`config.mk`:
```
export PLATFORM = sky130hd
export DESIGN_NAME = maf_regs
export DESIGN_NICKNAME = d
export VERILOG_FILES = /design/src/rtl/maf_pkg.sv /design/src/rtl/maf_quantum_timer.sv /design/src/rtl/maf_regs.sv /design/src/rtl/maf_slot_match.sv
export SDC_FILE = /design/constraint.sdc
export NUM_CORES = 1
export LEC_CHECK = 0
export ABC_AREA = 1
export BUFFER_PORTS_ARGS = -buffer_cell sky130_fd_sc_hd__buf_2
export CAP_MARGIN = 20
export CORE_UTILIZATION = 35
export DETAILED_ROUTE_END_ITERATION = 8
export SYNTH_ARGS = -nofsm -noshare
export SYNTH_HDL_FRONTEND = slang
export SYNTH_SLANG_ARGS = --single-unit
```
`constraint.sdc`:
```
create_clock -name mclk -period 2.96 [get_ports mclk]
set_input_delay 0.888 -clock mclk [delete_from_list [all_inputs] [get_ports mclk]]
set_output_delay 0.888 -clock mclk [all_outputs]
set_load 0.02 [all_outputs]
```
`src/rtl/maf_pkg.sv`:
```
// Package for the MAC address filter and pause countdown block
package maf_pkg;
   localparam int DATA_W = 32;
   localparam int ADDR_W = 8;
   localparam int SLOTS = 4;
   // Register byte offsets
   localparam logic [ADDR_W-1:0] OFF_HASH_LOW = 8'h00;
   localparam logic [ADDR_W-1:0] OFF_HASH_HIGH = 8'h04;
   localparam logic [ADDR_W-1:0] OFF_SLOT_BASE = 8'h08;
   localparam logic [ADDR_W-1:0] OFF_PAUSE = 8'h28;
   localparam logic [ADDR_W-1:0] OFF_STATUS = 8'h2c;
   localparam logic [ADDR_W-1:0] SLOT_STRIDE = 8'h08;
   localparam logic [ADDR_W-1:0] HIGH_STEP = 8'h04;
   // Field layout
   localparam int PAUSE_W = 16;
   localparam int STAT_PTZ_BIT = 0;
   localparam int STAT_PAUSED_BIT = 1;
   localparam int HIGH_W = 16;
   localparam logic [DATA_W-1:0] RESET_WORD = 32'h0000_0000;
   localparam logic [PAUSE_W-1:0] PAUSE_ZERO = 16'h0000;
   localparam logic [PAUSE_W-1:0] PAUSE_ONE = 16'h0001;
   // One pause quantum is 512 bit times
   localparam int QUANTUM_BITS = 512;
   localparam int SLOW_BITS_PER_TICK = 1;
   localparam logic [1:0] HTRANS_NONSEQ = 2'b10;
   localparam logic [2:0] HSIZE_WORD = 3'b010;

   typedef struct packed {
      logic [DATA_W-1:0] low;
      logic [HIGH_W-1:0] high;
   } maf_slot_s;

   typedef struct packed {
      logic valid;
      logic [47:0] dest;
   } maf_dest_s;
endpackage

```
`src/rtl/maf_quantum_timer.sv`:
```
// Pause quantum timer: counts link bit times and pulses every 512
`timescale 1ns/1ps
`default_nettype none
module maf_quantum_timer
   import maf_pkg::*;
(
   // Clock and reset
   input wire logic mclk,
   input wire logic rst_b,
   // Link bit-time strobe, already in mclk domain
   input wire logic bitTick,
   input wire logic run,
   // Quantum pulse
   output logic quantumPulse
);
   logic [9:0] bitCount_q;

   always_ff @(posedge mclk) begin
      if (!rst_b || !run) begin
         bitCount_q <= 10'h000;
         quantumPulse <= 1'b0;
      end else if (bitTick) begin
         if (bitCount_q == 10'(QUANTUM_BITS - 1)) begin
            bitCount_q <= 10'h000;
            quantumPulse <= 1'b1;
         end else begin
            bitCount_q <= bitCount_q + 10'h001;
            quantumPulse <= 1'b0;
         end
      end else begin
         quantumPulse <= 1'b0;
      end
   end
endmodule
`default_nettype wire

```
`src/rtl/maf_regs.sv`:
```
// Address filter registers, pause countdown and AHB-Lite slave
// What this block does
// - Pause count drops by one every 512 bit times while pause is active.
// - Count reaching zero sets a flag; reading status clears it.
// - Hash filter low register, read/write, holds hash bits 31 to 0.
// - Hash filter high register, read/write, holds hash bits 63 to 32.
// - Each slot low register holds address bits 31 to 0, full read/write.
// - Slot low bit zero matches lsb of first received address byte.
// - Slot high register holds address bits 47 to 32; upper half unused.
`timescale 1ns/1ps
`default_nettype none
module maf_regs
   import maf_pkg::*;
(
   // Clock and reset
   input wire logic mclk,
   input wire logic rst_b,
   // AHB-Lite slave
   input wire logic hsel,
   input wire logic [ADDR_W-1:0] haddr,
   input wire logic [1:0] htrans,
   input wire logic hwrite,
   input wire logic [2:0] hsize,
   input wire logic hready,
   input wire logic [DATA_W-1:0] hwdata,
   output logic [DATA_W-1:0] hrdata,
   output logic hreadyout,
   output logic hresp,
   // Link bit-time strobe, one per bit on the wire
   input wire logic linkBitTick,
   // Receive path destination address
   input wire maf_dest_s rxDest,
   // Filter outputs to the receive path
   output logic [63:0] hashFilter,
   output logic addrMatch,
   output logic [SLOTS-1:0] slotHit,
   output logic pauseActive,
   output logic pauseZeroFlag
);
   typedef enum logic [1:0] {
      ST_IDLE = 2'b01,
      ST_DATA = 2'b10
   } maf_bus_e;

   maf_bus_e busState_q;
   logic [ADDR_W-1:0] addr_q;
   logic write_q;
   logic [DATA_W-1:0] hashLow_q;
   logic [DATA_W-1:0] hashHigh_q;
   maf_slot_s [SLOTS-1:0] slot_q;
   logic [PAUSE_W-1:0] pauseCount_q;
   logic ptz_q;
   logic tickMeta_q;
   logic tickSync_q;
   logic tickPrev_q;
   logic bitStrobe;
   logic quantum;
   logic [SLOTS-1:0] hitNow;
   logic accept;
   logic wrData;
   logic rdStatus;
   logic pauseWrite;
   logic [DATA_W-1:0] rdWord;
   logic [PAUSE_W-1:0] pauseNext;
   logic ptzNext;
   logic zeroEvent;

   // Slot register offset helpers
   function automatic logic [ADDR_W-1:0] slotLowOff(input int i);
      slotLowOff = ADDR_W'(OFF_SLOT_BASE + ADDR_W'(i) * SLOT_STRIDE);
   endfunction

   function automatic logic [ADDR_W-1:0] slotHighOff(input int i);
      slotHighOff = ADDR_W'(slotLowOff(i) + HIGH_STEP);
   endfunction

   assign accept = hsel && hready && (htrans == HTRANS_NONSEQ) && (hsize == HSIZE_WORD);
   assign wrData = (busState_q == ST_DATA) && write_q;
   assign rdStatus = (busState_q == ST_DATA) && !write_q && (addr_q == OFF_STATUS);
   assign pauseWrite = wrData && (addr_q == OFF_PAUSE);

   // Bus phase tracking, zero wait states
   always_ff @(posedge mclk) begin
      if (!rst_b) begin
         busState_q <= ST_IDLE;
         addr_q <= '0;
         write_q <= 1'b0;
      end else begin
         case (busState_q)
            ST_IDLE: begin
               if (accept) begin
                  busState_q <= ST_DATA;
                  addr_q <= haddr;
                  write_q <= hwrite;
               end
            end
            ST_DATA: begin
               if (accept) begin
                  addr_q <= haddr;
                  write_q <= hwrite;
               end else begin
                  busState_q <= ST_IDLE;
               end
            end
            default: busState_q <= ST_IDLE;
         endcase
      end
   end

   always_ff @(posedge mclk) begin
      if (!rst_b) begin
         hreadyout <= 1'b0;
         hresp <= 1'b0;
      end else begin
         hreadyout <= 1'b1;
         hresp <= 1'b0;
      end
   end

   always_ff @(posedge mclk) begin
      if (!rst_b) begin
         hashLow_q <= RESET_WORD;
      end else if (wrData && addr_q == OFF_HASH_LOW) begin
         hashLow_q <= hwdata;
      end
   end

   always_ff @(posedge mclk) begin
      if (!rst_b) begin
         hashHigh_q <= RESET_WORD;
      end else if (wrData && addr_q == OFF_HASH_HIGH) begin
         hashHigh_q <= hwdata;
      end
   end

   always_ff @(posedge mclk) begin
      if (!rst_b) begin
         slot_q <= '0;
      end else begin
         for (int i = 0; i < SLOTS; i++) begin
            if (wrData && addr_q == slotLowOff(i)) begin
               slot_q[i].low <= hwdata;
            end
            if (wrData && addr_q == slotHighOff(i)) begin
               slot_q[i].high <= hwdata[HIGH_W-1:0];
            end
         end
      end
   end

   // Two-flop sync of the link bit strobe, then edge detect
   always_ff @(posedge mclk) begin
      if (!rst_b) begin
         tickMeta_q <= 1'b0;
         tickSync_q <= 1'b0;
         tickPrev_q <= 1'b0;
      end else begin
         tickMeta_q <= linkBitTick;
         tickSync_q <= tickMeta_q;
         tickPrev_q <= tickSync_q;
      end
   end

   assign bitStrobe = tickSync_q && !tickPrev_q;

   maf_quantum_timer u_timer (
      .mclk(mclk),
      .rst_b(rst_b),
      .bitTick(bitStrobe),
      .run(pauseCount_q != PAUSE_ZERO),
      .quantumPulse(quantum)
   );

   always_comb begin
      pauseNext = pauseCount_q;
      if (pauseWrite) begin
         pauseNext = hwdata[PAUSE_W-1:0];
      end else if (quantum && pauseCount_q != PAUSE_ZERO) begin
         pauseNext = pauseCount_q - PAUSE_ONE;
      end
   end

   always_ff @(posedge mclk) begin
      if (!rst_b) begin
         pauseCount_q <= PAUSE_ZERO;
      end else begin
         pauseCount_q <= pauseNext;
      end
   end

   // zero flag, set wins over read clear
   assign zeroEvent = !pauseWrite && quantum && pauseCount_q == PAUSE_ONE;

   always_comb begin
      ptzNext = ptz_q;
      if (zeroEvent) begin
         ptzNext = 1'b1;
      end else if (rdStatus) begin
         ptzNext = 1'b0;
      end
   end

   always_ff @(posedge mclk) begin
      if (!rst_b) begin
         ptz_q <= 1'b0;
      end else begin
         ptz_q <= ptzNext;
      end
   end

   maf_slot_match u_match (
      .slots(slot_q),
      .dest(rxDest),
      .hit(hitNow)
   );

   always_ff @(posedge mclk) begin
      if (!rst_b) begin
         slotHit <= '0;
         addrMatch <= 1'b0;
      end else begin
         slotHit <= hitNow;
         addrMatch <= |hitNow;
      end
   end

   always_ff @(posedge mclk) begin
      if (!rst_b) begin
         hashFilter <= '0;
         pauseActive <= 1'b0;
         pauseZeroFlag <= 1'b0;
      end else begin
         hashFilter <= {hashHigh_q, hashLow_q};
         pauseActive <= (pauseCount_q != PAUSE_ZERO);
         pauseZeroFlag <= ptz_q;
      end
   end

   // Read mux for the next data phase; unmapped reads return zero
   // A pipelined read sees what the edge leaves behind, not a stale word
   always_comb begin
      rdWord = RESET_WORD;
      if (haddr == OFF_HASH_LOW) begin
         rdWord = hashLow_q;
      end else if (haddr == OFF_HASH_HIGH) begin
         rdWord = hashHigh_q;
      end else if (haddr == OFF_PAUSE) begin
         rdWord = DATA_W'(pauseNext);
      end else if (haddr == OFF_STATUS) begin
         rdWord[STAT_PTZ_BIT] = ptzNext;
         rdWord[STAT_PAUSED_BIT] = (pauseNext != PAUSE_ZERO);
      end else begin
         for (int i = 0; i < SLOTS; i++) begin
            if (haddr == slotLowOff(i)) begin
               rdWord = slot_q[i].low;
            end
            if (haddr == slotHighOff(i)) begin
               rdWord = DATA_W'(slot_q[i].high);
            end
         end
      end
      // Forward a write data phase to a read of the same word
      if (wrData && addr_q == haddr) begin
         if (haddr == OFF_HASH_LOW || haddr == OFF_HASH_HIGH) begin
            rdWord = hwdata;
         end else begin
            for (int i = 0; i < SLOTS; i++) begin
               if (haddr == slotLowOff(i)) begin
                  rdWord = hwdata;
               end
               if (haddr == slotHighOff(i)) begin
                  rdWord = DATA_W'(hwdata[HIGH_W-1:0]);
               end
            end
         end
      end
   end

   always_ff @(posedge mclk) begin
      if (!rst_b) begin
         hrdata <= RESET_WORD;
      end else if (accept && !hwrite) begin
         hrdata <= rdWord;
      end
   end

   // Assertions
   pause_step_a: assert property (@(posedge mclk) disable iff (!rst_b)
      (quantum && !pauseWrite && pauseCount_q != PAUSE_ZERO) |=> pauseCount_q == $past(pauseCount_q) - PAUSE_ONE)
      else $error("pause count did not step down");
   pause_hold_a: assert property (@(posedge mclk) disable iff (!rst_b)
      (!quantum && !pauseWrite) |=> $stable(pauseCount_q))
      else $error("pause count moved without a quantum");
   zero_flag_a: assert property (@(posedge mclk) disable iff (!rst_b)
      (quantum && !pauseWrite && pauseCount_q == PAUSE_ONE) |=> ptz_q ##1 pauseZeroFlag)
      else $error("zero flag not raised");
   flag_clear_a: assert property (@(posedge mclk) disable iff (!rst_b)
      (rdStatus && !(quantum && pauseCount_q == PAUSE_ONE)) |=> !ptz_q)
      else $error("zero flag not cleared by status read");
   hash_low_a: assert property (@(posedge mclk) disable iff (!rst_b)
      (wrData && addr_q == OFF_HASH_LOW) |=> ##1 hashFilter[31:0] == $past(hwdata, 2))
      else $error("hash low not stored");
   hash_high_a: assert property (@(posedge mclk) disable iff (!rst_b)
      (wrData && addr_q == OFF_HASH_HIGH) |=> ##1 hashFilter[63:32] == $past(hwdata, 2))
      else $error("hash high not stored");
   slot_low_a: assert property (@(posedge mclk) disable iff (!rst_b)
      (wrData && addr_q == OFF_SLOT_BASE) |=> slot_q[0].low == $past(hwdata))
      else $error("slot low not stored");
   slot_high_a: assert property (@(posedge mclk) disable iff (!rst_b)
      (accept && !hwrite && haddr == slotHighOff(0)) |=> hrdata[DATA_W-1:HIGH_W] == '0)
      else $error("slot high upper half not zero");
   match_any_a: assert property (@(posedge mclk) disable iff (!rst_b)
      (rxDest.valid && rxDest.dest == {slot_q[1].high, slot_q[1].low}) |=> addrMatch && slotHit[1])
      else $error("slot match missed");
   mcast_bit_a: assert property (@(posedge mclk) disable iff (!rst_b)
      (rxDest.valid && rxDest.dest[0] != slot_q[2].low[0]) |=> !slotHit[2])
      else $error("multicast bit ignored");
   pause_load_a: assert property (@(posedge mclk) disable iff (!rst_b)
      pauseWrite |=> pauseCount_q == PAUSE_W'($past(hwdata)))
      else $error("pause count write not taken");
   zero_hold_a: assert property (@(posedge mclk) disable iff (!rst_b)
      (ptz_q && !rdStatus) |=> ptz_q)
      else $error("zero flag lost without a status read");
   flag_cause_a: assert property (@(posedge mclk) disable iff (!rst_b)
      (!ptz_q && !zeroEvent) |=> !ptz_q)
      else $error("zero flag set without reaching zero");
   status_view_a: assert property (@(posedge mclk) disable iff (!rst_b)
      (accept && !hwrite && haddr == OFF_STATUS) |=> hrdata[STAT_PAUSED_BIT] == (pauseCount_q != PAUSE_ZERO))
      else $error("status paused bit disagrees with count");
   hash_read_a: assert property (@(posedge mclk) disable iff (!rst_b)
      (accept && !hwrite && haddr == OFF_HASH_LOW) |=> hrdata == hashLow_q)
      else $error("hash low read mismatch");
   hash_top_read_a: assert property (@(posedge mclk) disable iff (!rst_b)
      (accept && !hwrite && haddr == OFF_HASH_HIGH) |=> hrdata == hashHigh_q)
      else $error("hash high read mismatch");
   slot_read_a: assert property (@(posedge mclk) disable iff (!rst_b)
      (accept && !hwrite && haddr == slotLowOff(3)) |=> hrdata == slot_q[3].low)
      else $error("slot low read mismatch");
   match_none_a: assert property (@(posedge mclk) disable iff (!rst_b)
      !rxDest.valid |=> !addrMatch)
      else $error("match raised without a valid address");
endmodule
`default_nettype wire

```
`src/rtl/maf_slot_match.sv`:
```
// Compare a received destination address against the four slots
`timescale 1ns/1ps
`default_nettype none
module maf_slot_match
   import maf_pkg::*;
(
   // Programmed slots
   input wire maf_slot_s [SLOTS-1:0] slots,
   // Received destination address, first byte in bits 7:0
   input wire maf_dest_s dest,
   // Match result
   output logic [SLOTS-1:0] hit
);
   // bit zero compares with first byte lsb
   always_comb begin
      for (int i = 0; i < SLOTS; i++) begin
         hit[i] = dest.valid && (dest.dest == {slots[i].high, slots[i].low});
      end
   end
endmodule
`default_nettype wire

```
=== Word level (Yosys, flattened, before mapping) ===
Index checks and enable logic that the tools add are counted.

* Bits in registers: 402
* Memory bits (read-only): 0
* Bits in writable memories: 0
* Bits in latches: 0
* Memories: 0
* Output and inout port bits: 105

* Mux-type cells: 33
* Eq/ne operators: 35
* Bitwise gates (word level): 1
* Multiply operators: 0
* Reductions and logical operators: 44
* $add $sub $neg: 2
* Divide/modulo/power cells: 0
* Shift-type cells: 0
* Order comparisons: 0

{| class="wikitable"
|+ Operators with widths
! operator !! count
|-
| $mux W32 || 21
|-
| $eq A48 B48 Y1 || 4
|-
| $eq A8 B5 Y1 const B || 8
|-
| $eq A8 B6 Y1 const B || 8
|-
| $eq A8 B4 Y1 const B || 4
|-
| $mux W16 || 2
|-
| $reduce_bool A16 Y1 || 2
|-
| $mux W30 || 1
|-
| $logic_and A1 B1 Y1 || 27
|-
| $eq A16 B1 Y1 const B || 1
|-
| $eq A8 B3 Y1 const B || 2
|-
| $logic_not A8 Y1 || 2
|-
| $sub A16 B1 Y16 const B || 1
|-
| $add A10 B1 Y10 const B || 1
|-
| $eq A10 B9 Y1 const B || 1
|-
| $mux W10 || 1
|-
| $eq A8 B8 Y1 || 1
|-
| $logic_not A1 Y1 || 6
|-
| $mux W2 || 3
|-
| $eq A2 B2 Y1 const B || 2
|-
| $mux W1 || 4
|-
| $ne A2 B2 Y1 const B || 2
|-
| $pmux W2 S2 || 1
|-
| $reduce_and A2 Y1 || 2
|-
| 6 further kinds || 8
|}

=== Depth between registers and ports, before layout ===
Gate-level depths: netlist of run 1.

* Word-level depth: 23
* Depth in mapped cells: 19
* Depth with buffers taken out: 19

=== Cells and area by module ===
A second synthesis of run 1 with hierarchy kept.

* Cells, all modules: 3,160
* Area, all modules: 20,470.9 um^2

{| class="wikitable"
|+ Modules (own cells, without submodules)
! module !! times used !! area each (um^2) !! cells each !! sequential area each (um^2)
|-
| maf_regs || 1 || 16,956.3 || 2,393 || 7,827.5
|-
| maf_slot_match || 1 || 2,965.3 || 691 || 0.0
|-
| maf_quantum_timer || 1 || 549.3 || 76 || 220.2
|}

=== Worst setup path before layout of run 1 ===
Ideal clock, no wire load.

* Path kind: input port to flip-flop
* From: input haddr[7]
* To: register hrdata[6]
* Path slack: 0.547 ns
* Data arrival time: 2.281 ns
* Data required time: 2.828 ns
* Buffers on the path: 2
* Stages on the path: 14
* Cell sequence: nor2_4 -> nand3_4 -> inv_2 -> nand2_2 -> buf_2 -> buf_6 -> o211ai_1 -> inv_1 -> o21ai_0 -> nand2_1 -> o21ai_0 -> nand4_1 -> nand3_1 -> a21oi_1

* Longest elaborated chain between the ends: 23

{| class="wikitable"
|+ Ends and longest elaborated chain
! item !! RTL line !! source
|-
| start, declared || maf_regs.sv:20 || <nowiki>input wire logic [ADDR_W-1:0] haddr,</nowiki>
|-
| $eq A8 B4 Y1 || maf_regs.sv:254, maf_regs.sv:268 ||
|-
| $mux W32 || maf_regs.sv:254 || <nowiki>if (haddr == slotLowOff(i)) begin</nowiki>
|-
| $mux W32 || maf_regs.sv:257 || <nowiki>if (haddr == slotHighOff(i)) begin</nowiki>
|-
| $mux W32 || maf_regs.sv:254 ||
|-
| $mux W32 || maf_regs.sv:257 ||
|-
| $mux W32 || maf_regs.sv:254 ||
|-
| $mux W32 || maf_regs.sv:257 ||
|-
| $mux W32 || maf_regs.sv:254 ||
|-
| (+7 left out) || -- ||
|-
| $mux W32 || maf_regs.sv:268 || <nowiki>if (haddr == slotLowOff(i)) begin</nowiki>
|-
| $mux W32 || maf_regs.sv:271 || <nowiki>if (haddr == slotHighOff(i)) begin</nowiki>
|-
| $mux W32 || maf_regs.sv:268 ||
|-
| $mux W32 || maf_regs.sv:271 ||
|-
| $mux W32 || maf_regs.sv:268 ||
|-
| $mux W32 || maf_regs.sv:271 ||
|-
| $mux W32 || maf_regs.sv:264 || <nowiki>if (haddr == OFF_HASH_LOW || haddr == OFF_HASH_HIGH) begin</nowiki>
|-
| $mux W32 * || maf_regs.sv:263 || <nowiki>if (wrData && addr_q == haddr) begin</nowiki>
|-
| end signal, assigned || maf_regs.sv:283 || <nowiki>hrdata <= rdWord;</nowiki>
|-
| end, declared || maf_regs.sv:26 || <nowiki>output logic [DATA_W-1:0] hrdata,</nowiki>
|}

Every way passes the cells marked *; elsewhere a longest branch is shown, timed or not.
A chain may end at the register's enable or synchronous reset.

=== Worst setup path after layout of run 1 ===
* From: register pauseCount_q[1]
* To: register hrdata[1]

* Longest elaborated chain between the ends: 19

{| class="wikitable"
|+ Ends and longest elaborated chain
! item !! RTL line !! source
|-
| start, declared || maf_regs.sv:51 || <nowiki>logic [PAUSE_W-1:0] pauseCount_q;</nowiki>
|-
| start signal, assigned || maf_regs.sv:187 || <nowiki>pauseCount_q <= pauseNext;</nowiki>
|-
| branches (longest 2 deep; another with $sub A16 B1 Y16) || -- ||
|-
| $mux W16 * || maf_regs.sv:178 || <nowiki>end else if (quantum && pauseCount_q != PAUSE_ZERO) begin</nowiki>
|-
| $mux W16 * || maf_regs.sv:176 || <nowiki>if (pauseWrite) begin</nowiki>
|-
| $reduce_bool A16 Y1 || maf_regs.sv:251 || <nowiki>rdWord[STAT_PAUSED_BIT] = (pauseNext != PAUSE_ZERO);</nowiki>
|-
| $mux W2 || maf_regs.sv:249 || <nowiki>end else if (haddr == OFF_STATUS) begin</nowiki>
|-
| $mux W32 * || maf_regs.sv:247 || <nowiki>end else if (haddr == OFF_PAUSE) begin</nowiki>
|-
| $mux W32 * || maf_regs.sv:245 || <nowiki>end else if (haddr == OFF_HASH_HIGH) begin</nowiki>
|-
| $mux W32 * || maf_regs.sv:243 || <nowiki>if (haddr == OFF_HASH_LOW) begin</nowiki>
|-
| (+2 left out) || -- ||
|-
| $mux W32 || maf_regs.sv:268 ||
|-
| $mux W32 || maf_regs.sv:271 ||
|-
| $mux W32 || maf_regs.sv:268 ||
|-
| $mux W32 || maf_regs.sv:271 ||
|-
| $mux W32 || maf_regs.sv:268 ||
|-
| $mux W32 || maf_regs.sv:271 ||
|-
| $mux W32 || maf_regs.sv:264 ||
|-
| $mux W32 * || maf_regs.sv:263 ||
|}

Every way passes the cells marked *.

==> impl_metrics.ini, run 1 <==
[route]
wire_per_inst_um = 22.6
drt_wl_total_um = 85700
drc_errors = 0
postRouteAntennaNets = 0
post_drt_via_cell_ratio = 5.55
dr.pass1.iters = 6
vias = 21000
drtIter0Drc = 2677

[synthesis]
yosysTopAreaCellShare = 0.411
synthDistinctLibCells = 54
synth.area.top_cells = dfxtp_1, nand2_1, o21ai_0
yosys.area.top_type = dfxtp_1
synth_nets = 2906
async_reset_ff_frac = 0
yosysSeqAreaShare = 0.411
synth_common_cells = nand2_1, dfxtp_1, o21ai_0, a21oi_1, inv_1
syn_area_um2 = 19600
ys_warn_count = 0
synth.most_common_cell = nand2_1
synth_cells = 2801
synthFlopType = dfxtp_1
synth_edf_count = 0
avgSynthCellArea_um2 = 6.99
ys_ff_latch = 402

[timing]
setup_viol = 0
rsz0062_at_grt = no
hold_slack_ps = 413
timing.final.crit_share = 0.844
layout_min_cycle_time_ps = 2500
hold_violations = 0
maxSlewHeadroom = 0.228
tightest_slew_ps = 1160
finalWorstSetupSlack_ps = 462
fin_worst_skew_ps = 23.2
maxSlewViolCount = 0
fmax_mhz = 400

[die]
die_h_um = 238
core_area_um2 = 55200
ios = 205
rows = 86
dieArea_um2 = 56900
die_x_um = 238
start_util = 0.354

[worst_setup_path]
worst-endpoint-arrival_ps = 3020
crit_path_start = pauseCount_q[1]
critical_path_required_ps = 3480
slowest_delay_ps = 720
path_cells = inv_1 > ha_1 > nand2_1 > nor2_2 > a21oi_1 > nand2_1 > nand3_1 > nand2_1 > nand2_1 > inv_1 > nand2_1 > nor2_1 > nand3_1 > nand2_1 > nand3_1 > nand2_1 > a21oi_1
endpoint_kind = flop
crit_type = reg -> reg
cp_common_cell = nand2_1
r2r_start = pauseCount_q[1]
r2r_slack_ps = 460
start_kind = flop
slowest_stage = a21oi_1
path_max_fanout = 11

[clock_network]
clk_pin_slew_ps = 60
ctsResizeCount = 0
hold_buffers = 0
clkSinkCount = 402
insertion_delay_ps = 600
cts.root.buffer_cell = clkbuf_16
htree_levels = 2
cts_buffers = 47
cts_setup_buffers = 0
clock_path_buffers = 3
cts_tree = done

[global_routing]
first_global_vias = 18800
grt_use_met1 = 0.426
grt_pass1_wl_um = 125000
grt_start_max_net_pins = 233
globalRoute.totalOverflow = 0
grt_use_met3 = 0.0553
antenna_found_initial = 2
track_usage = 0.294
grt_use_met2 = 0.432
grt.busiest_layer = met2

[pwr]
clkPwrFrac = 0.490
p_sw_mw = 3.00
p_int_mw = 9.16
p_total_mw = 12.2
peakVddDrop_mv = 0.373
p_leak_nw = 10.5
switching_share = 0.247
power_frac_comb = 0.064
power.density_nw_per_um2 = 516
p_seq_frac = 0.447

[min_path]
worstHoldPathType = reg -> reg
worstHoldStart = tickMeta_q

[finish]
drive_above_1_share = 0.151
area_delta_synth_final_pct = 20.4
finalNetCount = 3116
nFillCells = 5824
design_area_um2 = 23600

[placement]
dp_hpwl_um = 64900
portBuffers = 203
place.gp.congestion = 1.05
dp_slack_ps = -42.7
place_area_um2 = 22000

[run]
cap_violations = 0

[outcome]
status = finished clean
==> registers in the layout, summed over array words and instances (netlist names) <==
register,count
addrMatch,1
hrdata,32
pauseActive,1
pauseZeroFlag,1
hashHigh_q,32
u_timer.quantumPulse,1
busState_q,2
hashFilter,64
addr_q,8
slot_q,192
u_timer.bitCount_q,10
hashLow_q,32
ptz_q,1
pauseCount_q,16
tickMeta_q,1
hreadyout,1
slotHit,4
tickSync_q,1
write_q,1
tickPrev_q,1
==> per-layer routing <==
metal	part of all wire	vias to the layer above
met2	0.42	1195
met3	0.10	177
met1	0.45	9813
met5	0.00015	-
li1	-	9852
met4	0.034	2
==> area by class of cell <==
cell class | instances | area [um2] | share of cell area
clock buffers | 65 | 1350 | 0.0571
diodes | 1 | 2.50 | 0.000106
flip-flops and latches | 402 | 8050 | 0.342
inverters | 286 | 1070 | 0.0456
repair buffers | 326 | 2140 | 0.0907
well taps | 748 | 936 | 0.0397
clock inverters | 18 | 223 | 0.00946
multi-input cells | 1948 | 9790 | 0.416
==> cell usage in the layout (no fill, tap or decap), types with 14 or more instances in the layout <==
cell / synthesis / routed
o21ai_0: 394 / 394
inv_1: 258 / 258
or2_2: 14 / 14
nor2_1: 109 / 100
o21ai_1: 39 / 39
nand4_1: 46 / 46
nand2_1: 619 / 619
a21oi_1: 368 / 368
buf_12: 0 / 15
nor4_1: 26 / 25
clkinv_1: 20 / 20
o221ai_1: 17 / 17
o22ai_1: 49 / 49
nand3_1: 79 / 79
a211oi_1: 22 / 22
clkbuf_16: 0 / 48
dfxtp_1: 402 / 402
a221oi_1: 16 / 16
buf_4: 9 / 108
xor2_1: 34 / 34
xnor2_1: 31 / 31
buf_2: 16 / 202
==> worst max-delay path, delay by kind of cell (launching register included) <==
kind                     cells  cell delay, ps
AO/OA/AOI/OAI                2             830
buffers and inverters        2             110
adder cells (fa/ha/maj)      1             190
flip-flops                   1             330
AND/OR/NAND/NOR             12             980
==> path summary, 6_finish.rpt <==
check / cells past startpoint / to
setup / recovery: 17 / hrdata[1]
hold / removal: 2 / tickSync_q
setup reg to reg: 17 / hrdata[1]
hold reg to reg: 2 / tickSync_q
==> power groups by stage <==
stage | Sequential (mW) | Combinational [mW] | Clock, mW
floorplan | 5.55 | 0.348 | 0
detailed placement | 5.55 | 0.740 | 0
global route | 5.43 | 0.806 | 6.27
finish | 5.43 | 0.775 | 5.95
global placement | 5.55 | 0.745 | 0
CTS | 5.43 | 0.742 | 6.03
==> through the flow <==
step | cells | setup TNS [ps] | util
2_1_floorplan | 2801 | 0 | -
3_3_place_gp | 3710 | -35.9 | 0.398
3_5_place_dp | 3710 | -84.4 | 0.398
4_1_cts | 3793 | 0 | 0.427
5_1_grt | 3793 | 0 | 0.427
6_report | 3794 | 0 | 0.427
==> cell families after synthesis <==
group,count (synthesis),synth area share
AND/OR/NAND/NOR,947,0.210
buffers and inverters,451,0.0916
other,1,0.000192
AO/OA/AOI/OAI,930,0.254
adder cells (fa/ha/maj),5,0.00320
flip-flops,402,0.411
XOR/XNOR,65,0.0291
Note: power is estimated with default switching activity, not from simulation.
==> run 2, diff against run 1 <==
clock period = 2.5 ns   (was 2.96 ns; I/O delays follow)
==> run 2 against run 1 <==
  * Hold slack lost 56 ps
  * Wire length grew 0.11%
  * Combinational power grew 24%
  * Largest power group unchanged
  * Die area is the same
  * Sequential share of layout area shrank 1.1 points
  * Critical path depth shrank 1
  * Highest routed layer is now met4
  * Power grew 19%
  * Sequential power grew 18%
  * Clock-buffer cell count shrank 2
  * Flip-flop and latch count is the same
==> impl_metrics.ini, run 2 (same netlist as run 1, synthesis figures left out) <==
[timing]
timing.final.crit_share = 0.949
finalWorstSetupSlack_ps = 129
rsz0062_at_grt = yes
setup_viol = 0
fin_worst_skew_ps = 24.5
fmax_mhz = 422
layout_min_cycle_time_ps = 2370
maxSlewViolCount = 0
maxSlewHeadroom = 0.432
hold_violations = 0
tightest_slew_ps = 853

[min_path]
worstHoldPathType = in -> reg
min_to = tickMeta_q
worstHoldStart = linkBitTick
hold_depth = 3

[placement]
dp_hpwl_um = 66000
dp_slack_ps = -358
portBuffers = 203
place.gp.congestion = 1.08

[worst_setup_path]
r2r_end = hrdata[11]
start_kind = primary input
r2r_slack_ps = 220
r2r_start = busState_q[0]
reg2reg_depth = 12
endpoint_kind = flop
slowest_stage = nor2_2
critical_path_required_ps = 3030
crit_type = in -> reg
path_max_fanout = 5
path_cells = buf_2 > nor2_4 > nand3_4 > buf_4 > nor2_2 > buf_4 > nand2_1 > nand3_1 > o21ai_1 > nand3_1 > o21ai_0 > o211ai_1 > o21ai_0 > nand4_1 > nand2_1 > a21oi_1
worst-endpoint-arrival_ps = 2910
slowest_delay_ps = 310

[pwr]
p_total_mw = 14.5
power.density_nw_per_um2 = 594
p_leak_nw = 11.0
peakVddDrop_mv = 0.452

[clock_network]
cts.root.buffer_cell = clkbuf_16
cts_tree = done
insertion_delay_ps = 600
clock_path_buffers = 3
htree_levels = 2
clkSinkCount = 402
clk_pin_slew_ps = 60
cts_buffers = 46

[route]
wire_per_inst_um = 22.1
postRouteAntennaNets = 0
dr.pass1.iters = 6
post_drt_via_cell_ratio = 5.45
drc_errors = 0
drtIter0Drc = 2526
drt_wl_total_um = 85800
vias = 21100

[finish]
area_delta_synth_final_pct = 24.3
final_cell_mix = nand2_1, dfxtp_1, o21ai_0, a21oi_1, inv_1
drive_above_1_share = 0.175
finalNetCount = 3202
largest_reg_flops = 192
final_common_cell = nand2_1
final_util = 0.441
top_register = slot_q
reg_top3 = slot_q (192), hashFilter (64)

[global_routing]
track_usage = 0.296
grt_start_max_net_pins = 170
antenna_found_initial = 0
globalRoute.totalOverflow = 0
grt_pass1_wl_um = 125000
first_global_vias = 19200

[die]
die_x_um = 238
rows = 86
ios = 205
dieArea_um2 = 56900
start_util = 0.354
core_area_um2 = 55200
die_h_um = 238

[run]
cap_violations = 0

[outcome]
status = finished clean
-- run 2: changes by cell type in the layout (fill, tap and decap cells not counted), sizes merged --
| cell | before | now |
|---|---|---|
| clkinv | 32 | 28 |
| clkbuf | 66 | 64 |
| inv | 267 | 270 |
| bufinv | 4 | 6 |
| buf | 325 | 412 |
-- run 2: per-stage QoR --
stage / hold slack, ps / cells / area, um2 / setup TNS [ps]
2_1_floorplan: 390 / 2801 / 19600 / 0
3_3_place_gp: 394 / 3797 / 22700 / -9650
3_5_place_dp: 402 / 3797 / 22700 / -8920
4_1_cts: 339 / 3879 / 24300 / 0
5_1_grt: 357 / 3879 / 24300 / -27.6
6_report: 357 / 3880 / 24300 / 0
-- run 2: what timing repair did --
item / in CTS / in global routing
endpoints found under the hold margin: 0 / 0
resized for setup: 1 / 8
hold buffers: 0 / 0
endpoints found under the setup margin: 1 / 11
buffers inserted: 0 / 0
-- run 2: power breakdown --
group	leakage, nW	internal, mW	switching (mW)
Combinational	6.95	0.298	0.665
Sequential	3.24	6.42	0.00912
Clock	0.766	4.23	2.83
-- run 2: worst max-delay path: cells and delay by family --
family                 cells  cell delay [ps]
AOI/OAI and AO/OA          5              630
buffers and inverters      3              520
and+or+nand+nor            8              990
-- run 2: area by class of cell --
| type | count | area (um2) |
|---|---|---|
| clock buffers | 63 | 1280 |
| inverters | 286 | 1070 |
| multi-input cells | 1948 | 9830 |
| flip-flops and latches | 402 | 8050 |
| diodes | 1 | 2.50 |
| repair buffers | 413 | 2880 |
| clock inverters | 19 | 274 |
| fillers | 5753 | 30900 |
| well taps | 748 | 936 |
-- run 2: worst max path at each step --
stage	startpoint	end	slack (ps)	depth (start not counted)
2_1_floorplan	haddr[7]	hrdata[6]	220	14
3_5_place_dp	haddr[3]	hrdata[9]	-360	14
6_report	haddr[7]	hrdata[9]	130	16
4_1_cts	busState_q[0]	hrdata[1]	110	16
3_3_place_gp	haddr[3]	hrdata[14]	-400	14
5_1_grt	addr_q[1]	hrdata[1]	-30	18
-- run 2: layer usage --
layer	global-route usage	vias up	wire length (um)
met5	0	-	0
met4	0.109	0	3090
met3	0.0823	182	9010
met2	0.430	1123	35800
met1	0.414	9805	37900
li1	-	10000	-
